File: config.mk
export PLATFORM = sky130hd
export DESIGN_NAME = ecs_cas_core
export DESIGN_NICKNAME = d
export VERILOG_FILES = /design/src/rtl/ecs_pkg.sv /design/src/rtl/ecs_cas_core.sv
export SDC_FILE = /design/constraint.sdc
export NUM_CORES = 2
export LEC_CHECK = 0
export BUFFER_PORTS_ARGS = -buffer_cell sky130_fd_sc_hd__buf_4
export CAP_MARGIN = 20
export CORE_ASPECT_RATIO = 1.25
export CORE_MARGIN = 3
export CORE_UTILIZATION = 25
export CTS_CLUSTER_SIZE = 12
export DETAILED_ROUTE_END_ITERATION = 10
export PLACE_DENSITY_LB_ADDON = 0.15
export SYNTH_ARGS = -nofsm -noshare
export SYNTH_HDL_FRONTEND = slang
export SYNTH_SLANG_ARGS = --single-unit
File: constraint.sdc
create_clock -name mclk -period 8.4 [get_ports mclk]
set_clock_uncertainty 0.2 [all_clocks]
set_input_delay 1.26 -clock mclk [delete_from_list [all_inputs] [get_ports mclk]]
set_output_delay 1.26 -clock mclk [all_outputs]
set_load 0.03 [all_outputs]
File: src/rtl/ecs_pkg.sv
package ecs_pkg;
	// Timing base
	localparam int CLK_KHZ = 25000;
	localparam int MF_PERIOD_US = 2000;
	localparam int MF_PERIOD_CYC = MF_PERIOD_US * CLK_KHZ / 1000;
	localparam int DEBOUNCE_MS = 14;
	localparam int DEBOUNCE_MF = DEBOUNCE_MS * 1000 / MF_PERIOD_US;
	localparam int FRAMES_PER_MF = 16;
	localparam logic [4:0] LOW_CHAN_OFS = 5'h0F;
	localparam logic [4:0] LAST_CHAN = 5'h1E;
	localparam logic [3:0] LAST_FRAME = 4'hF;
	localparam logic [3:0] ALIGN_NIBBLE = 4'h0;
	localparam logic [3:0] UNUSED_NIBBLE_FILL = 4'hF;
	// Interrupt period selection codes, and period lengths in multiframe ticks minus one
	localparam logic [1:0] PERIOD_2MS = 2'h0;
	localparam logic [1:0] PERIOD_8MS = 2'h1;
	localparam logic [2:0] TICKS_2MS_LAST = 3'h0;
	localparam logic [2:0] TICKS_8MS_LAST = 3'h3;
	localparam logic [2:0] TICKS_16MS_LAST = 3'h7;
	// Register byte addresses
	localparam logic [11:0] ADDR_GLOBAL_STREAM_CONFIG = 12'h900;
	localparam logic [11:0] ADDR_ALARM_FRAMING_CONTROL = 12'h000;
	localparam logic [11:0] ADDR_INTERRUPT_IO_CONTROL = 12'h008;
	localparam logic [11:0] ADDR_DATALINK_SIGNALING_CONTROL = 12'h00C;
	localparam logic [11:0] ADDR_SIGNALING_INTERRUPT_PERIOD = 12'h010;
	localparam logic [11:0] ADDR_SIGNALING_CONTROL_DATA = 12'h014;
	localparam logic [11:0] ADDR_HDLC_COMMON_CHANNEL_CONTROL = 12'h018;
	localparam logic [11:0] ADDR_SYNC_REMOTE_STATUS = 12'h040;
	localparam logic [11:0] ADDR_SIGNALING_LATCH_STATUS = 12'h098;
	localparam logic [11:0] ADDR_SIGNALING_INTERRUPT_STATUS = 12'h0D8;
	localparam logic [11:0] ADDR_NATIONAL_INTERRUPT_MASK = 12'h118;
	// Per-channel pages: address = {page, 1'b0, channel[4:0], 2'b00}
	localparam logic [3:0] PAGE_TX_SIGNALING = 4'h4;
	localparam logic [3:0] PAGE_RX_SIGNALING = 4'h5;
	localparam logic [3:0] PAGE_TIMESLOT_CONTROL = 4'h6;
	// Field positions
	localparam int BIT_RATE_SEL = 0;
	localparam int BIT_FORMAT_SEL = 1;
	localparam int BIT_TS16_AIS = 0;
	localparam int BIT_IMA_MODE = 1;
	localparam int BIT_OUT_ENABLE = 0;
	localparam int BIT_RX_OUT_SEL = 1;
	localparam int BIT_COMMON_SIG_SEL = 0;
	localparam int BIT_RX_TRANSPARENT = 1;
	localparam int BIT_DEBOUNCE_EN = 0;
	localparam int BIT_FREEZE_FLAG = 1;
	localparam int BIT_CLEAR_CHANNEL = 0;
	localparam int BIT_TX_SOURCE_SEL = 1;
	localparam int BIT_SYNC_LOSS = 0;
	localparam int BIT_CHANGE = 0;
	// Reset values
	localparam logic [15:0] RST_REG = 16'h0000;
	localparam logic [3:0] RST_NIBBLE = 4'hF;

	typedef enum logic [1:0] {
		ST_HUNT = 2'b01,
		ST_SYNC = 2'b10
	} ecs_align_state_type;

	// One timeslot-16 byte from the receive framer, line bit 1 in bit 7
	typedef struct packed {
		logic valid;
		logic basic_sync;
		logic [7:0] data;
	} ecs_ts16_in_type;

	// One backplane timeslot from the input control stream
	typedef struct packed {
		logic valid;
		logic [4:0] slot;
		logic [7:0] data;
	} ecs_stream_in_type;
endpackage

File: src/rtl/ecs_cas_core.sv
`timescale 1ns/1ps
// Overview of operation
// - Stream nibbles carry A,B,C,D in bits 3,2,1,0 both ways.
// - Signaling multiframe is 16 frames, 0 to 15, every 2 msec.
// - Multiframe counter is independent of the CRC-4 multiframe.
// - Frame 0 sends 0000 in upper nibble; receiver aligns on it.
// - Spare bits 5, 7, 8 of frame 0 are sent as one.
// - Bit 6 of frame 0 is zero when aligned, one otherwise.
// - Frame k carries channel k upper, channel k+15 lower.
// - Global bits pick stream rate and backplane format.
// - Timeslot-16 alarm transmit stops signaling insertion.
// - Signaling is off in inverse multiplexing mode.
// - Output stream driven only with enable and receive select both set.
// - Period bits pick 2, 8 or 16 msec; one interrupt per period.
// - Sync loss freezes receive signaling and sets freeze flag.
// - With debounce on, value must hold 14 msec before use.
// - Receive signaling is valid only while sync loss is low.
// - A change on any channel without its clear-channel bit sets a latched status bit.
// - Change interrupt status set per period; mask bit suppresses it.
// - Clear-channel bit blocks transmit insertion for that channel.
// - Source bit picks stream or register for transmit signaling.
// - Source bit zero means stream, one means register.
module ecs_cas_core #(
	parameter int PERIOD_CYC = ecs_pkg::MF_PERIOD_CYC
) (
	input wire logic mclk, // 25 MHz clock
	input wire logic srst, // Synchronous reset, high
	input wire logic [11:0] reg_addr, // Register byte address
	input wire logic [15:0] reg_wdata, // Register write data
	input wire logic reg_wr, // Write strobe
	input wire logic reg_rd, // Read strobe
	output logic [15:0] reg_rdata, // Read data, cycle after strobe
	input wire ecs_pkg::ecs_ts16_in_type rx_ts16, // Received timeslot 16
	input wire logic tx_ts16_req, // Framer wants next timeslot 16
	output logic [7:0] tx_ts16_data, // Timeslot 16 byte, bit 1 in bit 7
	output logic [1:0] tx_ts16_insert, // Nibble insert, [1] upper
	input wire ecs_pkg::ecs_stream_in_type signaling_in_stream, // Input control stream
	input wire logic cst_out_req, // Output stream slot request
	input wire logic [4:0] cst_out_slot, // Requested backplane slot
	output logic [7:0] cst_out_data, // Output stream byte
	output logic cst_out_oe, // Output stream drive enable
	output logic control_stream_rate_sel, // High selects 8.192 Mbit/s
	output logic backplane_format_sel, // Backplane format select
	output logic multiframe_sync_loss, // Multiframe not aligned
	output logic receive_freeze_flag // Receive signaling frozen
);
	localparam int TW = $clog2(PERIOD_CYC);

	if (PERIOD_CYC < 2) begin : g_chk
		$error("PERIOD_CYC must be at least 2");
	end

	// Maps a backplane slot to a channel; zero for slots 0 and 16
	function automatic logic [4:0] slot_to_chan(input logic [4:0] s);
		if (s == 5'h00 || s == 5'h10) begin
			return 5'h00;
		end
		return (s > 5'h10) ? 5'(s - 5'h01) : s;
	endfunction

	// Decodes a per-channel page address into a valid channel or zero
	function automatic logic [4:0] page_chan(input logic [11:0] a, input logic [3:0] pg);
		if (a[11:8] != pg || a[7] || a[1:0] != 2'h0 || a[6:2] == 5'h00 ||
			a[6:2] > ecs_pkg::LAST_CHAN) begin
			return 5'h00;
		end
		return a[6:2];
	endfunction

	logic [15:0] global_stream_config, alarm_framing_control, interrupt_io_control;
	logic [15:0] datalink_signaling_control, signaling_interrupt_period;
	logic [15:0] signaling_control_data, hdlc_common_channel_control;
	logic [15:0] national_interrupt_mask;
	logic [15:0] next_global_stream_config, next_alarm_framing_control;
	logic [15:0] next_interrupt_io_control, next_datalink_signaling_control;
	logic [15:0] next_signaling_interrupt_period, next_signaling_control_data;
	logic [15:0] next_hdlc_common_channel_control, next_national_interrupt_mask;
	logic [3:0] tx_reg [0:31];
	logic [3:0] next_tx_reg [0:31];
	logic [1:0] ts_ctl [0:31];
	logic [1:0] next_ts_ctl [0:31];
	logic [3:0] tx_stream [0:31];
	logic [3:0] next_tx_stream [0:31];
	logic cas_active, ais_tx, sig_out_en, rx_out_sel, deb_en;

	// Control and per-channel transmit state written by software and by the input stream
	always_comb begin
		logic [4:0] c;
		c = 5'h00;
		next_global_stream_config = global_stream_config;
		next_alarm_framing_control = alarm_framing_control;
		next_interrupt_io_control = interrupt_io_control;
		next_datalink_signaling_control = datalink_signaling_control;
		next_signaling_interrupt_period = signaling_interrupt_period;
		next_signaling_control_data = signaling_control_data;
		next_hdlc_common_channel_control = hdlc_common_channel_control;
		next_national_interrupt_mask = national_interrupt_mask;
		next_tx_reg = tx_reg;
		next_ts_ctl = ts_ctl;
		next_tx_stream = tx_stream;
		if (reg_wr) begin
			case (reg_addr)
				ecs_pkg::ADDR_GLOBAL_STREAM_CONFIG: next_global_stream_config = reg_wdata;
				ecs_pkg::ADDR_ALARM_FRAMING_CONTROL: next_alarm_framing_control = reg_wdata;
				ecs_pkg::ADDR_INTERRUPT_IO_CONTROL: next_interrupt_io_control = reg_wdata;
				ecs_pkg::ADDR_DATALINK_SIGNALING_CONTROL: begin
					next_datalink_signaling_control = reg_wdata;
				end
				ecs_pkg::ADDR_SIGNALING_INTERRUPT_PERIOD: begin
					next_signaling_interrupt_period = reg_wdata;
				end
				ecs_pkg::ADDR_SIGNALING_CONTROL_DATA: next_signaling_control_data = reg_wdata;
				ecs_pkg::ADDR_HDLC_COMMON_CHANNEL_CONTROL: begin
					next_hdlc_common_channel_control = reg_wdata;
				end
				ecs_pkg::ADDR_NATIONAL_INTERRUPT_MASK: next_national_interrupt_mask = reg_wdata;
				default: begin
					c = page_chan(reg_addr, ecs_pkg::PAGE_TX_SIGNALING);
					if (c != 5'h00) begin
						next_tx_reg[c] = reg_wdata[3:0];
					end
					c = page_chan(reg_addr, ecs_pkg::PAGE_TIMESLOT_CONTROL);
					if (c != 5'h00) begin
						next_ts_ctl[c] = reg_wdata[1:0];
					end
				end
			endcase
		end
		// Stream nibble sits in the low bits of the slot byte, A in bit 3
		c = slot_to_chan(signaling_in_stream.slot);
		if (signaling_in_stream.valid && c != 5'h00) begin
			next_tx_stream[c] = signaling_in_stream.data[3:0];
		end
	end

	always_ff @(posedge mclk) begin
		if (srst) begin
			global_stream_config <= ecs_pkg::RST_REG;
			alarm_framing_control <= ecs_pkg::RST_REG;
			interrupt_io_control <= ecs_pkg::RST_REG;
			datalink_signaling_control <= ecs_pkg::RST_REG;
			signaling_interrupt_period <= ecs_pkg::RST_REG;
			signaling_control_data <= ecs_pkg::RST_REG;
			hdlc_common_channel_control <= ecs_pkg::RST_REG;
			national_interrupt_mask <= ecs_pkg::RST_REG;
			for (int i = 0; i < 32; i++) begin
				tx_reg[i] <= ecs_pkg::RST_NIBBLE;
				ts_ctl[i] <= 2'h0;
				tx_stream[i] <= ecs_pkg::RST_NIBBLE;
			end
		end else begin
			global_stream_config <= next_global_stream_config;
			alarm_framing_control <= next_alarm_framing_control;
			interrupt_io_control <= next_interrupt_io_control;
			datalink_signaling_control <= next_datalink_signaling_control;
			signaling_interrupt_period <= next_signaling_interrupt_period;
			signaling_control_data <= next_signaling_control_data;
			hdlc_common_channel_control <= next_hdlc_common_channel_control;
			national_interrupt_mask <= next_national_interrupt_mask;
			tx_reg <= next_tx_reg;
			ts_ctl <= next_ts_ctl;
			tx_stream <= next_tx_stream;
		end
	end

	// Mode decode; common-channel use in any form shuts signaling off
	assign cas_active = !alarm_framing_control[ecs_pkg::BIT_IMA_MODE] &&
		!datalink_signaling_control[ecs_pkg::BIT_COMMON_SIG_SEL] &&
		!datalink_signaling_control[ecs_pkg::BIT_RX_TRANSPARENT] &&
		(hdlc_common_channel_control[2:0] == 3'h0);
	assign ais_tx = alarm_framing_control[ecs_pkg::BIT_TS16_AIS];
	assign sig_out_en = interrupt_io_control[ecs_pkg::BIT_OUT_ENABLE];
	assign rx_out_sel = interrupt_io_control[ecs_pkg::BIT_RX_OUT_SEL];
	assign deb_en = signaling_control_data[ecs_pkg::BIT_DEBOUNCE_EN];
	assign control_stream_rate_sel = global_stream_config[ecs_pkg::BIT_RATE_SEL];
	assign backplane_format_sel = global_stream_config[ecs_pkg::BIT_FORMAT_SEL];

	// Receive alignment, debounce and receive signaling store
	ecs_pkg::ecs_align_state_type state, next_state;
	logic [3:0] rx_fcnt, next_rx_fcnt;
	logic [3:0] rx_sig [0:31];
	logic [3:0] next_rx_sig [0:31];
	logic [3:0] cand [0:31];
	logic [3:0] next_cand [0:31];
	logic [2:0] stable [0:31];
	logic [2:0] next_stable [0:31];
	logic any_change;

	always_comb begin
		logic [4:0] c;
		logic [3:0] n;
		logic accept;
		c = 5'h00;
		n = 4'h0;
		accept = 1'b0;
		next_state = state;
		next_rx_fcnt = rx_fcnt;
		next_rx_sig = rx_sig;
		next_cand = cand;
		next_stable = stable;
		any_change = 1'b0;
		if (rx_ts16.valid) begin
			case (state)
				ecs_pkg::ST_HUNT: begin
					if (rx_ts16.basic_sync && rx_ts16.data[7:4] == ecs_pkg::ALIGN_NIBBLE) begin
						next_state = ecs_pkg::ST_SYNC;
						next_rx_fcnt = 4'h1;
					end
				end
				ecs_pkg::ST_SYNC: begin
					next_rx_fcnt = 4'(rx_fcnt + 4'h1);
					if (!rx_ts16.basic_sync) begin
						next_state = ecs_pkg::ST_HUNT;
					end else if (rx_fcnt == 4'h0) begin
						if (rx_ts16.data[7:4] != ecs_pkg::ALIGN_NIBBLE) begin
							next_state = ecs_pkg::ST_HUNT;
						end
					end else if (cas_active) begin
						// Upper nibble is channel k, lower is channel k+15
						for (int h = 0; h < 2; h++) begin
							c = (h == 0) ? 5'(rx_fcnt) : 5'(rx_fcnt) + ecs_pkg::LOW_CHAN_OFS;
							n = (h == 0) ? rx_ts16.data[7:4] : rx_ts16.data[3:0];
							if (n == cand[c]) begin
								if (stable[c] != 3'h7) begin
									next_stable[c] = 3'(stable[c] + 3'h1);
								end
							end else begin
								next_cand[c] = n;
								next_stable[c] = 3'h0;
							end
							// Seventh matching multiframe in a row completes 14 msec
							accept = !deb_en || (n == cand[c] &&
								stable[c] >= 3'(ecs_pkg::DEBOUNCE_MF - 2));
							if (accept && n != rx_sig[c]) begin
								next_rx_sig[c] = n;
								if (!ts_ctl[c][ecs_pkg::BIT_CLEAR_CHANNEL]) begin
									any_change = 1'b1;
								end
							end
						end
					end
				end
				default: next_state = ecs_pkg::ST_HUNT;
			endcase
		end
	end

	// Out of alignment nothing above updates, so receive values hold
	always_ff @(posedge mclk) begin
		if (srst) begin
			state <= ecs_pkg::ST_HUNT;
			rx_fcnt <= 4'h0;
			for (int i = 0; i < 32; i++) begin
				rx_sig[i] <= ecs_pkg::RST_NIBBLE;
				cand[i] <= ecs_pkg::RST_NIBBLE;
				stable[i] <= 3'h0;
			end
		end else begin
			state <= next_state;
			rx_fcnt <= next_rx_fcnt;
			rx_sig <= next_rx_sig;
			cand <= next_cand;
			stable <= next_stable;
		end
	end

	assign multiframe_sync_loss = (state != ecs_pkg::ST_SYNC);
	assign receive_freeze_flag = multiframe_sync_loss;

	// Free-running period timer and change reporting
	logic [TW-1:0] tmr, next_tmr;
	logic [2:0] pcnt, next_pcnt;
	logic pend, next_pend, latch_st, next_latch_st, irq_st, next_irq_st;
	logic tick, period_end, int_set, rd_latch, rd_irq;
	logic [2:0] period_last;

	always_comb begin
		tick = (tmr == TW'(PERIOD_CYC - 1));
		case (signaling_interrupt_period[1:0])
			ecs_pkg::PERIOD_2MS: period_last = ecs_pkg::TICKS_2MS_LAST;
			ecs_pkg::PERIOD_8MS: period_last = ecs_pkg::TICKS_8MS_LAST;
			default: period_last = ecs_pkg::TICKS_16MS_LAST;
		endcase
		period_end = tick && (pcnt >= period_last);
		next_tmr = tick ? '0 : TW'(tmr + 1'b1);
		next_pcnt = period_end ? 3'h0 : (tick ? 3'(pcnt + 3'h1) : pcnt);
		rd_latch = reg_rd && reg_addr == ecs_pkg::ADDR_SIGNALING_LATCH_STATUS;
		rd_irq = reg_rd && reg_addr == ecs_pkg::ADDR_SIGNALING_INTERRUPT_STATUS;
		// One pending flag per period folds many changes into one event
		next_pend = any_change || (pend && !period_end);
		int_set = period_end && pend &&
			!national_interrupt_mask[ecs_pkg::BIT_CHANGE];
		// Set wins over a read-clear in the same cycle
		next_latch_st = any_change || (latch_st && !rd_latch);
		next_irq_st = int_set || (irq_st && !rd_irq);
	end

	always_ff @(posedge mclk) begin
		if (srst) begin
			tmr <= '0;
			pcnt <= 3'h0;
			pend <= 1'b0;
			latch_st <= 1'b0;
			irq_st <= 1'b0;
		end else begin
			tmr <= next_tmr;
			pcnt <= next_pcnt;
			pend <= next_pend;
			latch_st <= next_latch_st;
			irq_st <= next_irq_st;
		end
	end

	// Transmit timeslot 16 builder; its frame count ignores CRC-4 framing
	logic [3:0] tx_fcnt, next_tx_fcnt;
	logic [7:0] next_tx_ts16_data;
	logic [1:0] next_tx_ts16_insert;

	function automatic logic [3:0] tx_nibble(input logic [4:0] c);
		return ts_ctl[c][ecs_pkg::BIT_TX_SOURCE_SEL] ? tx_reg[c] : tx_stream[c];
	endfunction

	always_comb begin
		logic [4:0] lo;
		lo = 5'(tx_fcnt) + ecs_pkg::LOW_CHAN_OFS;
		next_tx_fcnt = tx_fcnt;
		next_tx_ts16_data = tx_ts16_data;
		next_tx_ts16_insert = tx_ts16_insert;
		if (tx_ts16_req) begin
			next_tx_fcnt = (tx_fcnt == ecs_pkg::LAST_FRAME) ? 4'h0 : 4'(tx_fcnt + 4'h1);
			if (tx_fcnt == 4'h0) begin
				// Alignment nibble, spare bits high, alarm bit from receive state
				next_tx_ts16_data = {ecs_pkg::ALIGN_NIBBLE, 1'b1, multiframe_sync_loss,
					2'b11};
				next_tx_ts16_insert = 2'b11;
			end else begin
				next_tx_ts16_data = {tx_nibble(5'(tx_fcnt)), tx_nibble(lo)};
				next_tx_ts16_insert = {!ts_ctl[5'(tx_fcnt)][ecs_pkg::BIT_CLEAR_CHANNEL],
					!ts_ctl[lo][ecs_pkg::BIT_CLEAR_CHANNEL]};
			end
			if (ais_tx || !cas_active) begin
				next_tx_ts16_insert = 2'b00;
			end
		end
	end

	always_ff @(posedge mclk) begin
		if (srst) begin
			tx_fcnt <= 4'h0;
			tx_ts16_data <= 8'hFF;
			tx_ts16_insert <= 2'b00;
		end else begin
			tx_fcnt <= next_tx_fcnt;
			tx_ts16_data <= next_tx_ts16_data;
			tx_ts16_insert <= next_tx_ts16_insert;
		end
	end

	// Output control stream and register read-back
	logic [7:0] next_cst_out_data;
	logic next_cst_out_oe;
	logic [15:0] next_reg_rdata;

	always_comb begin
		logic [4:0] c;
		c = slot_to_chan(cst_out_slot);
		next_cst_out_data = {ecs_pkg::UNUSED_NIBBLE_FILL, rx_sig[c]};
		next_cst_out_oe = cst_out_req && c != 5'h00 && sig_out_en && rx_out_sel;
		next_reg_rdata = 16'h0000;
		if (reg_rd) begin
			case (reg_addr)
				ecs_pkg::ADDR_GLOBAL_STREAM_CONFIG: next_reg_rdata = global_stream_config;
				ecs_pkg::ADDR_ALARM_FRAMING_CONTROL: next_reg_rdata = alarm_framing_control;
				ecs_pkg::ADDR_INTERRUPT_IO_CONTROL: next_reg_rdata = interrupt_io_control;
				ecs_pkg::ADDR_DATALINK_SIGNALING_CONTROL: begin
					next_reg_rdata = datalink_signaling_control;
				end
				ecs_pkg::ADDR_SIGNALING_INTERRUPT_PERIOD: begin
					next_reg_rdata = signaling_interrupt_period;
				end
				ecs_pkg::ADDR_SIGNALING_CONTROL_DATA: begin
					next_reg_rdata = signaling_control_data;
					next_reg_rdata[ecs_pkg::BIT_FREEZE_FLAG] = receive_freeze_flag;
				end
				ecs_pkg::ADDR_HDLC_COMMON_CHANNEL_CONTROL: begin
					next_reg_rdata = hdlc_common_channel_control;
				end
				ecs_pkg::ADDR_SYNC_REMOTE_STATUS: begin
					next_reg_rdata[ecs_pkg::BIT_SYNC_LOSS] = multiframe_sync_loss;
				end
				ecs_pkg::ADDR_SIGNALING_LATCH_STATUS: next_reg_rdata[ecs_pkg::BIT_CHANGE] = latch_st;
				ecs_pkg::ADDR_SIGNALING_INTERRUPT_STATUS: next_reg_rdata[ecs_pkg::BIT_CHANGE] = irq_st;
				ecs_pkg::ADDR_NATIONAL_INTERRUPT_MASK: next_reg_rdata = national_interrupt_mask;
				default: begin
					c = page_chan(reg_addr, ecs_pkg::PAGE_TX_SIGNALING);
					if (c != 5'h00) begin
						next_reg_rdata = {12'h000, tx_reg[c]};
					end
					c = page_chan(reg_addr, ecs_pkg::PAGE_RX_SIGNALING);
					if (c != 5'h00) begin
						next_reg_rdata = {12'h000, rx_sig[c]};
					end
					c = page_chan(reg_addr, ecs_pkg::PAGE_TIMESLOT_CONTROL);
					if (c != 5'h00) begin
						next_reg_rdata = {14'h0000, ts_ctl[c]};
					end
				end
			endcase
		end
	end

	always_ff @(posedge mclk) begin
		if (srst) begin
			cst_out_data <= 8'hFF;
			cst_out_oe <= 1'b0;
			reg_rdata <= 16'h0000;
		end else begin
			cst_out_data <= next_cst_out_data;
			cst_out_oe <= next_cst_out_oe;
			reg_rdata <= next_reg_rdata;
		end
	end
endmodule

==> Yosys cells after proc, flatten, opt, wreduce, memory -nomap -nowiden <==
Cells that the tools add are included.
{ "word_totals": {"register_bits": 867, "input_bits": 63, "output_inout_bits": 39, "word_cells": 555} }
{ "op_classes": {"n_addsub": 10, "n_lt_le_gt_ge": 22, "eq_ne": 30, "muxes": 167, "n_bitwise": 18, "n_reduce_logical": 94} }
{ "op_table": {"columns": ["cell", "count"], "rows": [
  ["$mux 128", 14],
  ["$mux 96", 9],
  ["$bwmux 128", 6],
  ["$bmux 4 s5", 11],
  ["$and 96x96->96", 2],
  ["$bwmux 96", 2],
  ["$not 96->96", 2],
  ["$pmux 15 s9", 1],
  ["$mux 4", 31],
  ["$mux 5", 24],
  ["$demux 4 s5", 4],
  ["$ge 6x6->1 const B", 11],
  ["$bwmux 64", 1],
  ["$not 5->6", 9],
  ["$bmux 2 s5", 5],
  ["$eq 12x5->1 const B", 3],
  ["$reduce_bool 5->1", 7],
  ["$mux 16", 2],
  ["$bmux 3 s5", 2],
  ["$demux 3 s5", 2],
  ["$lt 6x1->1 const B", 5],
  ["$mux 1", 28],
  ["$mux 2", 13],
  ["$logic_and 1x1->1", 25],
  ["49 further kinds", 122]
]} }

==> Longest topological paths before layout <==
{ "depth": {"word_depth": 19, "mapped_depth": 24, "depth_no_buf": 14} }

==> Least setup slack after synthesis <==
Ideal clock, no wire load.
{ "synth_path": {"path_type": "register -> register", "from": "register rx_fcnt[0]", "to": "register stable[42] (netlist name)", "setup_time_ns": 0.072, "arrival_time_ns": 4.910, "required_time_ns": 8.128, "setup_slack_ns": 3.218, "stages_incl_launch_ff": 25, "path_buffers": 12, "path_cell_list": "dfxtp_1 > buf_4 > buf_6 > buf_6 > clkinv_1 > buf_2 > clkbuf_1 > ha_1 > buf_2 > buf_4 > buf_2 > buf_4 > buf_2 > mux4_2 > a221oi_1 > nor2_1 > nor2_1 > inv_1 > ha_1 > ha_1 > nand3_1 > clkbuf_1 > and3_1 > clkbuf_1 > mux2i_1"} }
{ "synth_via": {"elab_chain_cells": 16, "word_cells_on_any_way": 49} }
{ "synth_lines": {"columns": ["element", "line_no", "text"], "rows": [
  ["start: declaration", "ecs_cas_core.sv:180", "logic [3:0] rx_fcnt, next_rx_fcnt;"],
  ["start signal: assignment", "ecs_cas_core.sv:260", "rx_fcnt <= next_rx_fcnt;"],
  ["$not 4->6 (implied by the code)", null, null],
  ["$bmux 3 s5 (tied with other cells)", "ecs_cas_core.sv:224, ecs_cas_core.sv:225", null],
  ["$mux 3 (implied by the code) or $logic_and 1x1->1 (tied branches)", "ecs_cas_core.sv:224, ecs_cas_core.sv:225, ecs_cas_core.sv:229", null],
  ["$mux 3, on equally long branches", "ecs_cas_core.sv:224, ecs_cas_core.sv:225, ecs_cas_core.sv:229", null],
  ["$add 3x1->3 or $demux 3 s5 (tied branches)", "ecs_cas_core.sv:225, ecs_cas_core.sv:229", null],
  ["$bwmux 96 or $not 96->96 (tied branches)", null, null],
  ["$mux 96 or $and 96x96->96 (tied branches)", null, null],
  ["$mux 96", "ecs_cas_core.sv:223", "if (n == cand[c]) begin"],
  ["$mux 96", "ecs_cas_core.sv:218", "end else if (cas_active) begin"],
  ["$mux 96", "ecs_cas_core.sv:214", "end else if (rx_fcnt == 4'h0) begin"],
  ["$mux 96", "ecs_cas_core.sv:212", "if (!rx_ts16.basic_sync) begin"],
  ["$mux 96", "ecs_cas_core.sv:203", "case (state)"],
  ["$mux 96", "ecs_cas_core.sv:202", "if (rx_ts16.valid) begin"],
  ["$bwmux 96", "ecs_cas_core.sv:225", "next_stable[c] = 3'(stable[c] + 3'h1);"],
  ["$mux 96", "ecs_cas_core.sv:224", "if (stable[c] != 3'h7) begin"],
  ["$mux 96", "ecs_cas_core.sv:223", null],
  ["end signal: assignment", "ecs_cas_core.sv:263", "stable <= next_stable;"],
  ["end: declaration", "ecs_cas_core.sv:185", "logic [2:0] stable [0:31];"]
]} }
Several ways; a longest one is shown, not always the timed one. The select of a mux whose other input is x is not followed.
A chain may end at the register's enable or synchronous reset.

==> Final worst setup path <==
{ "layout_path": {"from": "register rx_fcnt[0]", "to": "register pend"} }
{ "layout_via": {"elab_chain_cells": 17, "word_cells_on_any_way": 50} }
{ "layout_lines": {"columns": ["element", "line_no", "text"], "rows": [
  ["parallel branches: the longest is 12 deep, another holds $add 4x4->5", null, null],
  ["$mux 1 *", "ecs_cas_core.sv:214", null],
  ["$mux 1 *", "ecs_cas_core.sv:212", null],
  ["$mux 1 *", "ecs_cas_core.sv:203", null],
  ["$mux 1 *", "ecs_cas_core.sv:202", null],
  ["$logic_or 1x1->1 *", "ecs_cas_core.sv:290", "next_pend = any_change || (pend && !period_end);"],
  ["end signal: assignment", "ecs_cas_core.sv:308", "pend <= next_pend;"],
  ["end: declaration", "ecs_cas_core.sv:273", "logic pend, next_pend, latch_st, next_latch_st, irq_st, next_irq_st;"]
]} }
Mark *: on every way between the ends. The select of a mux whose other input is x is not followed.

==> summary by stage <==
Status
The run finished with clean final reports.

Floorplanning
In this run the core area contains between 150 and 200 standard-cell rows. The starting density of the core is 0.252. The die outline area is approximately 0.19 mm2. Measured along the x axis, the die boundary spans ~390 um. The placeable core region is around 0.18 mm2. During I/O placement, the number of pins put on the boundary was just over 100. The die height is just under 500 um.

Yosys
Dividing the synthesized area by the synthesized cell count gives 9.58 um2. The Yosys step of the flow raised 0 warnings. The share of synthesized cell area in full adder, half adder and majority cells is 0.00635. The share of synthesized area spent on multiplexers is 0.274. The number of distinct standard cells referenced by the synthesized netlist is between 80 and 90. The compound-gate portion of the synthesized area is 0.126. The area share of the leading cell type in the synthesized netlist is 0.381. The number of enable flip-flop cells after synthesis is 0. sky130_fd_sc_hd__dfxtp_1 takes more of the synthesized area than any other cell. Of the total synthesized cell area, the portion taken by AND, OR, NAND and NOR gates is 0.161. The largest family of logic cells by synthesized area is multiplexers.

The sequential element share of the synthesized area is 0.381. The share of flip-flops with an asynchronous set or reset is 0. The synthesis-stage register bit count is ~860. In the post-synthesis netlist, the biggest area contributors are sky130_fd_sc_hd__dfxtp_1 (38%), sky130_fd_sc_hd__mux4_2 (15%), sky130_fd_sc_hd__mux2i_1 (12%). The cell area that synthesis handed to floorplanning was 0.0454 mm2. The leading register cell type out of synthesis is sky130_fd_sc_hd__dfxtp_1. Synthesis produced 4,735 cells.

Of the total synthesized cell area, the portion taken by XOR and XNOR cells is 0.00772.

Timing
Adding up every negative setup slack in the final design gives 0 ns. Setup violations remaining at the end of the flow were counted as 0. The transition time at the pin with the least slew margin is about 1.2 ns. The worst max-slew margin expressed relative to the limit is 0.204. The smallest clock period supported by the final layout is computed as around 5.9 ns.

The total count of max-transition violations in the final report was 0. Setup repair after global routing left no endpoint under its margin. The total count of hold-check failures in the final report came to 0. The highest attainable clock frequency is 169 MHz. Of the available clock period, the critical path in the final layout requires 0.704. Final hold analysis gives a worst-case slack of between 0.2 and 0.25 ns.

Setup path
The worst register-to-register path has a depth of 11. Traced cell by cell, the critical path runs through clkinv_1 -> buf_4 -> ha_4 -> buf_4 -> mux4_2 -> o32ai_1 -> nor4_1 -> nor4b_4 -> a41oi_2 -> o2bb2ai_1 -> o21bai_1. The required time reported for the critical path endpoint is slightly below 9 ns. The cell with the most instances on the worst path is sky130_fd_sc_hd__buf_4. On the worst path, the slowest cell contributes a delay of slightly below 0.9 ns. The internal reg-to-reg setup slack is 2.48 ns.

For the worst setup path, the data arrival time is 6.41 ns. The endpoint identified for the worst register-to-register timing path is pend. The endpoint class of the critical path is a register. The library cell contributing the largest single delay on the critical path is sky130_fd_sc_hd__o2bb2ai_1. The setup path with the least slack is of type register to register. The critical path launch point type is a register. In this run the worst path has a maximum fanout of 40.

The beginning of the worst register-to-register path is rx_fcnt[0].

Power
IR analysis of the VDD net gives a maximum drop of roughly 0.00015 V. The internal portion of the total power is around 7 mW. The share of power burned in combinational logic is 0.081. The switching share of power is 0.263. Of the total power, registers draw 0.434. The analysis attributes to cell leakage a power of ~18 nW. The clock network fraction of design power is 0.485. The power dissipated by switching net loads is 2.50 mW. The power per standard cell area is ~180 mW/mm2.

Detailed routing
The total wire length after detailed routing is 170 mm. The detail-routed via count per cell is approximately 5.2. The first-pass iteration count of the detailed router is 7. The final antenna-violating net count is 0. Summing over every cut layer, the via total after detailed routing is 36,600.

The initial DRC count is around 2,800. The routed length per placed instance is ~24 um. The number of remaining DRC errors is 0.

Place
Port buffering added 93 buffers. Routability-driven placement finished with a final weighted congestion of approximately 0.82. The wire-length estimate of the detail-placed layout is between 100 and 150 mm.

Cells and area
For this run, the post-layout net count is around 4,700. The utilization after layout is 0.286. The top cell types in the final layout, fill and taps aside, are sky130_fd_sc_hd__dfxtp_1 (856), sky130_fd_sc_hd__nand2_1 (841), sky130_fd_sc_hd__mux2i_1 (554), sky130_fd_sc_hd__nor2_1 (339), sky130_fd_sc_hd__mux4_2 (294).

The area growth from synthesis to layout is 13.4%. The fraction of final layout cells sized beyond drive strength 1 is 0.161. The most common cell after layout, fill and taps aside is sky130_fd_sc_hd__dfxtp_1.

Job
Across the run, the number of max-cap violations was 0.

Hold path
The destination of the worst hold path is cand[127]. The class of the worst hold path is register to register. The hold path depth is 1.

In this run the most critical hold path is launched from cand[127].

CTS
The clock tree synthesis step divided the H-tree into 3 levels. The master cell of the clock root buffer is sky130_fd_sc_hd__clkbuf_16. TritonCTS built the clock tree. The clock transition time at the flip-flop clock pins of the worst setup and hold paths is 0.07 ns. The clock buffer count from CTS is 100. For the worst-skew pair, the clock arrives at the later sink with an insertion delay of approximately 0.76 ns. The number of hold-repair buffers added at the cts stage is 0.

Buffers added to address setup during post-CTS repair amount to 0. The number of gates resized after CTS was 0. Clock tree synthesis found a total of ~860 sinks. The buffer depth of the longest clock path is 3.

Global route
The all-layer global routing usage is 0.178. The via count of the first global-routing pass is roughly 36,000. The first-pass GRT wire length is ~250 mm. The number of antenna violations at the first check in global routing is 5. After global routing the overflow that remains totals 0. Entering global routing, the biggest net connects 192 pins.
==> through the flow <==
stage                     instance area, um2  std cells  setup slack (ns)  power [mW]
after floorplan                        45400       4738              3.22        4.71
after global placement                 48000       6853              2.40        4.99
after detailed placement               48000       6853              2.37        4.99
after CTS                              51400       7036              2.44        9.66
after global routing                   51400       7038              2.30        9.84
final                                  51400       7041              2.48        9.50
==> critical path: cells and delay by family, from the launching register on <==
| kind | cells | cell delay [ns] |
|---|---|---|
| compound gates | 4 | 2.13 |
| fa+ha+maj | 1 | 0.86 |
| buf+inv | 3 | 0.83 |
| flops | 1 | 0.72 |
| simple gates | 2 | 0.71 |
| mux | 1 | 0.37 |
==> per-layer routing <==
layer,global-route usage,up-vias,routed length (um)
met5,0,-,0
met4,0.0608,0,5220
met3,0.0215,221,7560
met2,0.302,1021,82300
met1,0.233,18400,74900
li1,-,17000,-
==> final cells by class <==
cell class	instances	area [um2]
antenna	5	12.5
inverter	38	150
clock buffer	143	2890
clock inverter	40	524
fill	18900	129000
sequential	862	17300
timing repair buffer	177	1390
tap	2376	2970
multi-input combinational	3400	26200
==> power by group through the flow <==
stage / registers [mW] / clock network (mW) / logic [mW]
4_1_cts: 4.12 / 4.76 / 0.780
3_3_place_gp: 4.21 / 0 / 0.778
3_5_place_dp: 4.21 / 0 / 0.779
2_1_floorplan: 4.20 / 0 / 0.508
5_1_grt: 4.12 / 4.90 / 0.821
6_report: 4.12 / 4.61 / 0.771
==> worst max-delay path by stage <==
stage	end	start	cells past startpoint
finish	pend	rx_fcnt[0]	11
detailed placement	tx_reg[76]	reg_addr[3]	10
CTS	pend	rx_fcnt[0]	11
floorplan	stable[42]	rx_fcnt[0]	24
global placement	tx_reg[11]	reg_addr[3]	10
global route	pend	rx_fcnt[0]	11
==> logic make-up after synthesis <==
kind of cell               count (synthesis)
AOI/OAI and AO/OA                        820
xor gates and xnor gates                  40
DFF                                      862
and+or+nand+nor                         1640
buffers and inverters                    476
muxes                                    873
other                                      1
adders and majority gates                 23
==> Yosys cell counts (30+ instances only) <==
cell                       count
sky130_fd_sc_hd__and3_1       40
sky130_fd_sc_hd__a311o_1      48
sky130_fd_sc_hd__nand2_1     841
sky130_fd_sc_hd__a211oi_1     44
sky130_fd_sc_hd__a221oi_1     32
sky130_fd_sc_hd__nor2_1      343
sky130_fd_sc_hd__inv_1        35
sky130_fd_sc_hd__nand3_1     127
sky130_fd_sc_hd__or2_2        30
sky130_fd_sc_hd__clkbuf_1    319
sky130_fd_sc_hd__mux4_2      294
sky130_fd_sc_hd__buf_2        43
sky130_fd_sc_hd__dfxtp_1     862
sky130_fd_sc_hd__and2_1       37
sky130_fd_sc_hd__a22o_1       36
sky130_fd_sc_hd__a22oi_1      46
sky130_fd_sc_hd__a21boi_0     40
sky130_fd_sc_hd__xnor2_1      31
sky130_fd_sc_hd__o22ai_1      32
sky130_fd_sc_hd__o21ai_0     114
sky130_fd_sc_hd__a31oi_1      58
sky130_fd_sc_hd__nor3_1       61
sky130_fd_sc_hd__buf_1        43
sky130_fd_sc_hd__a21oi_1     204
sky130_fd_sc_hd__mux2i_1     554
Note: power is estimated with default switching activity, not from simulation.
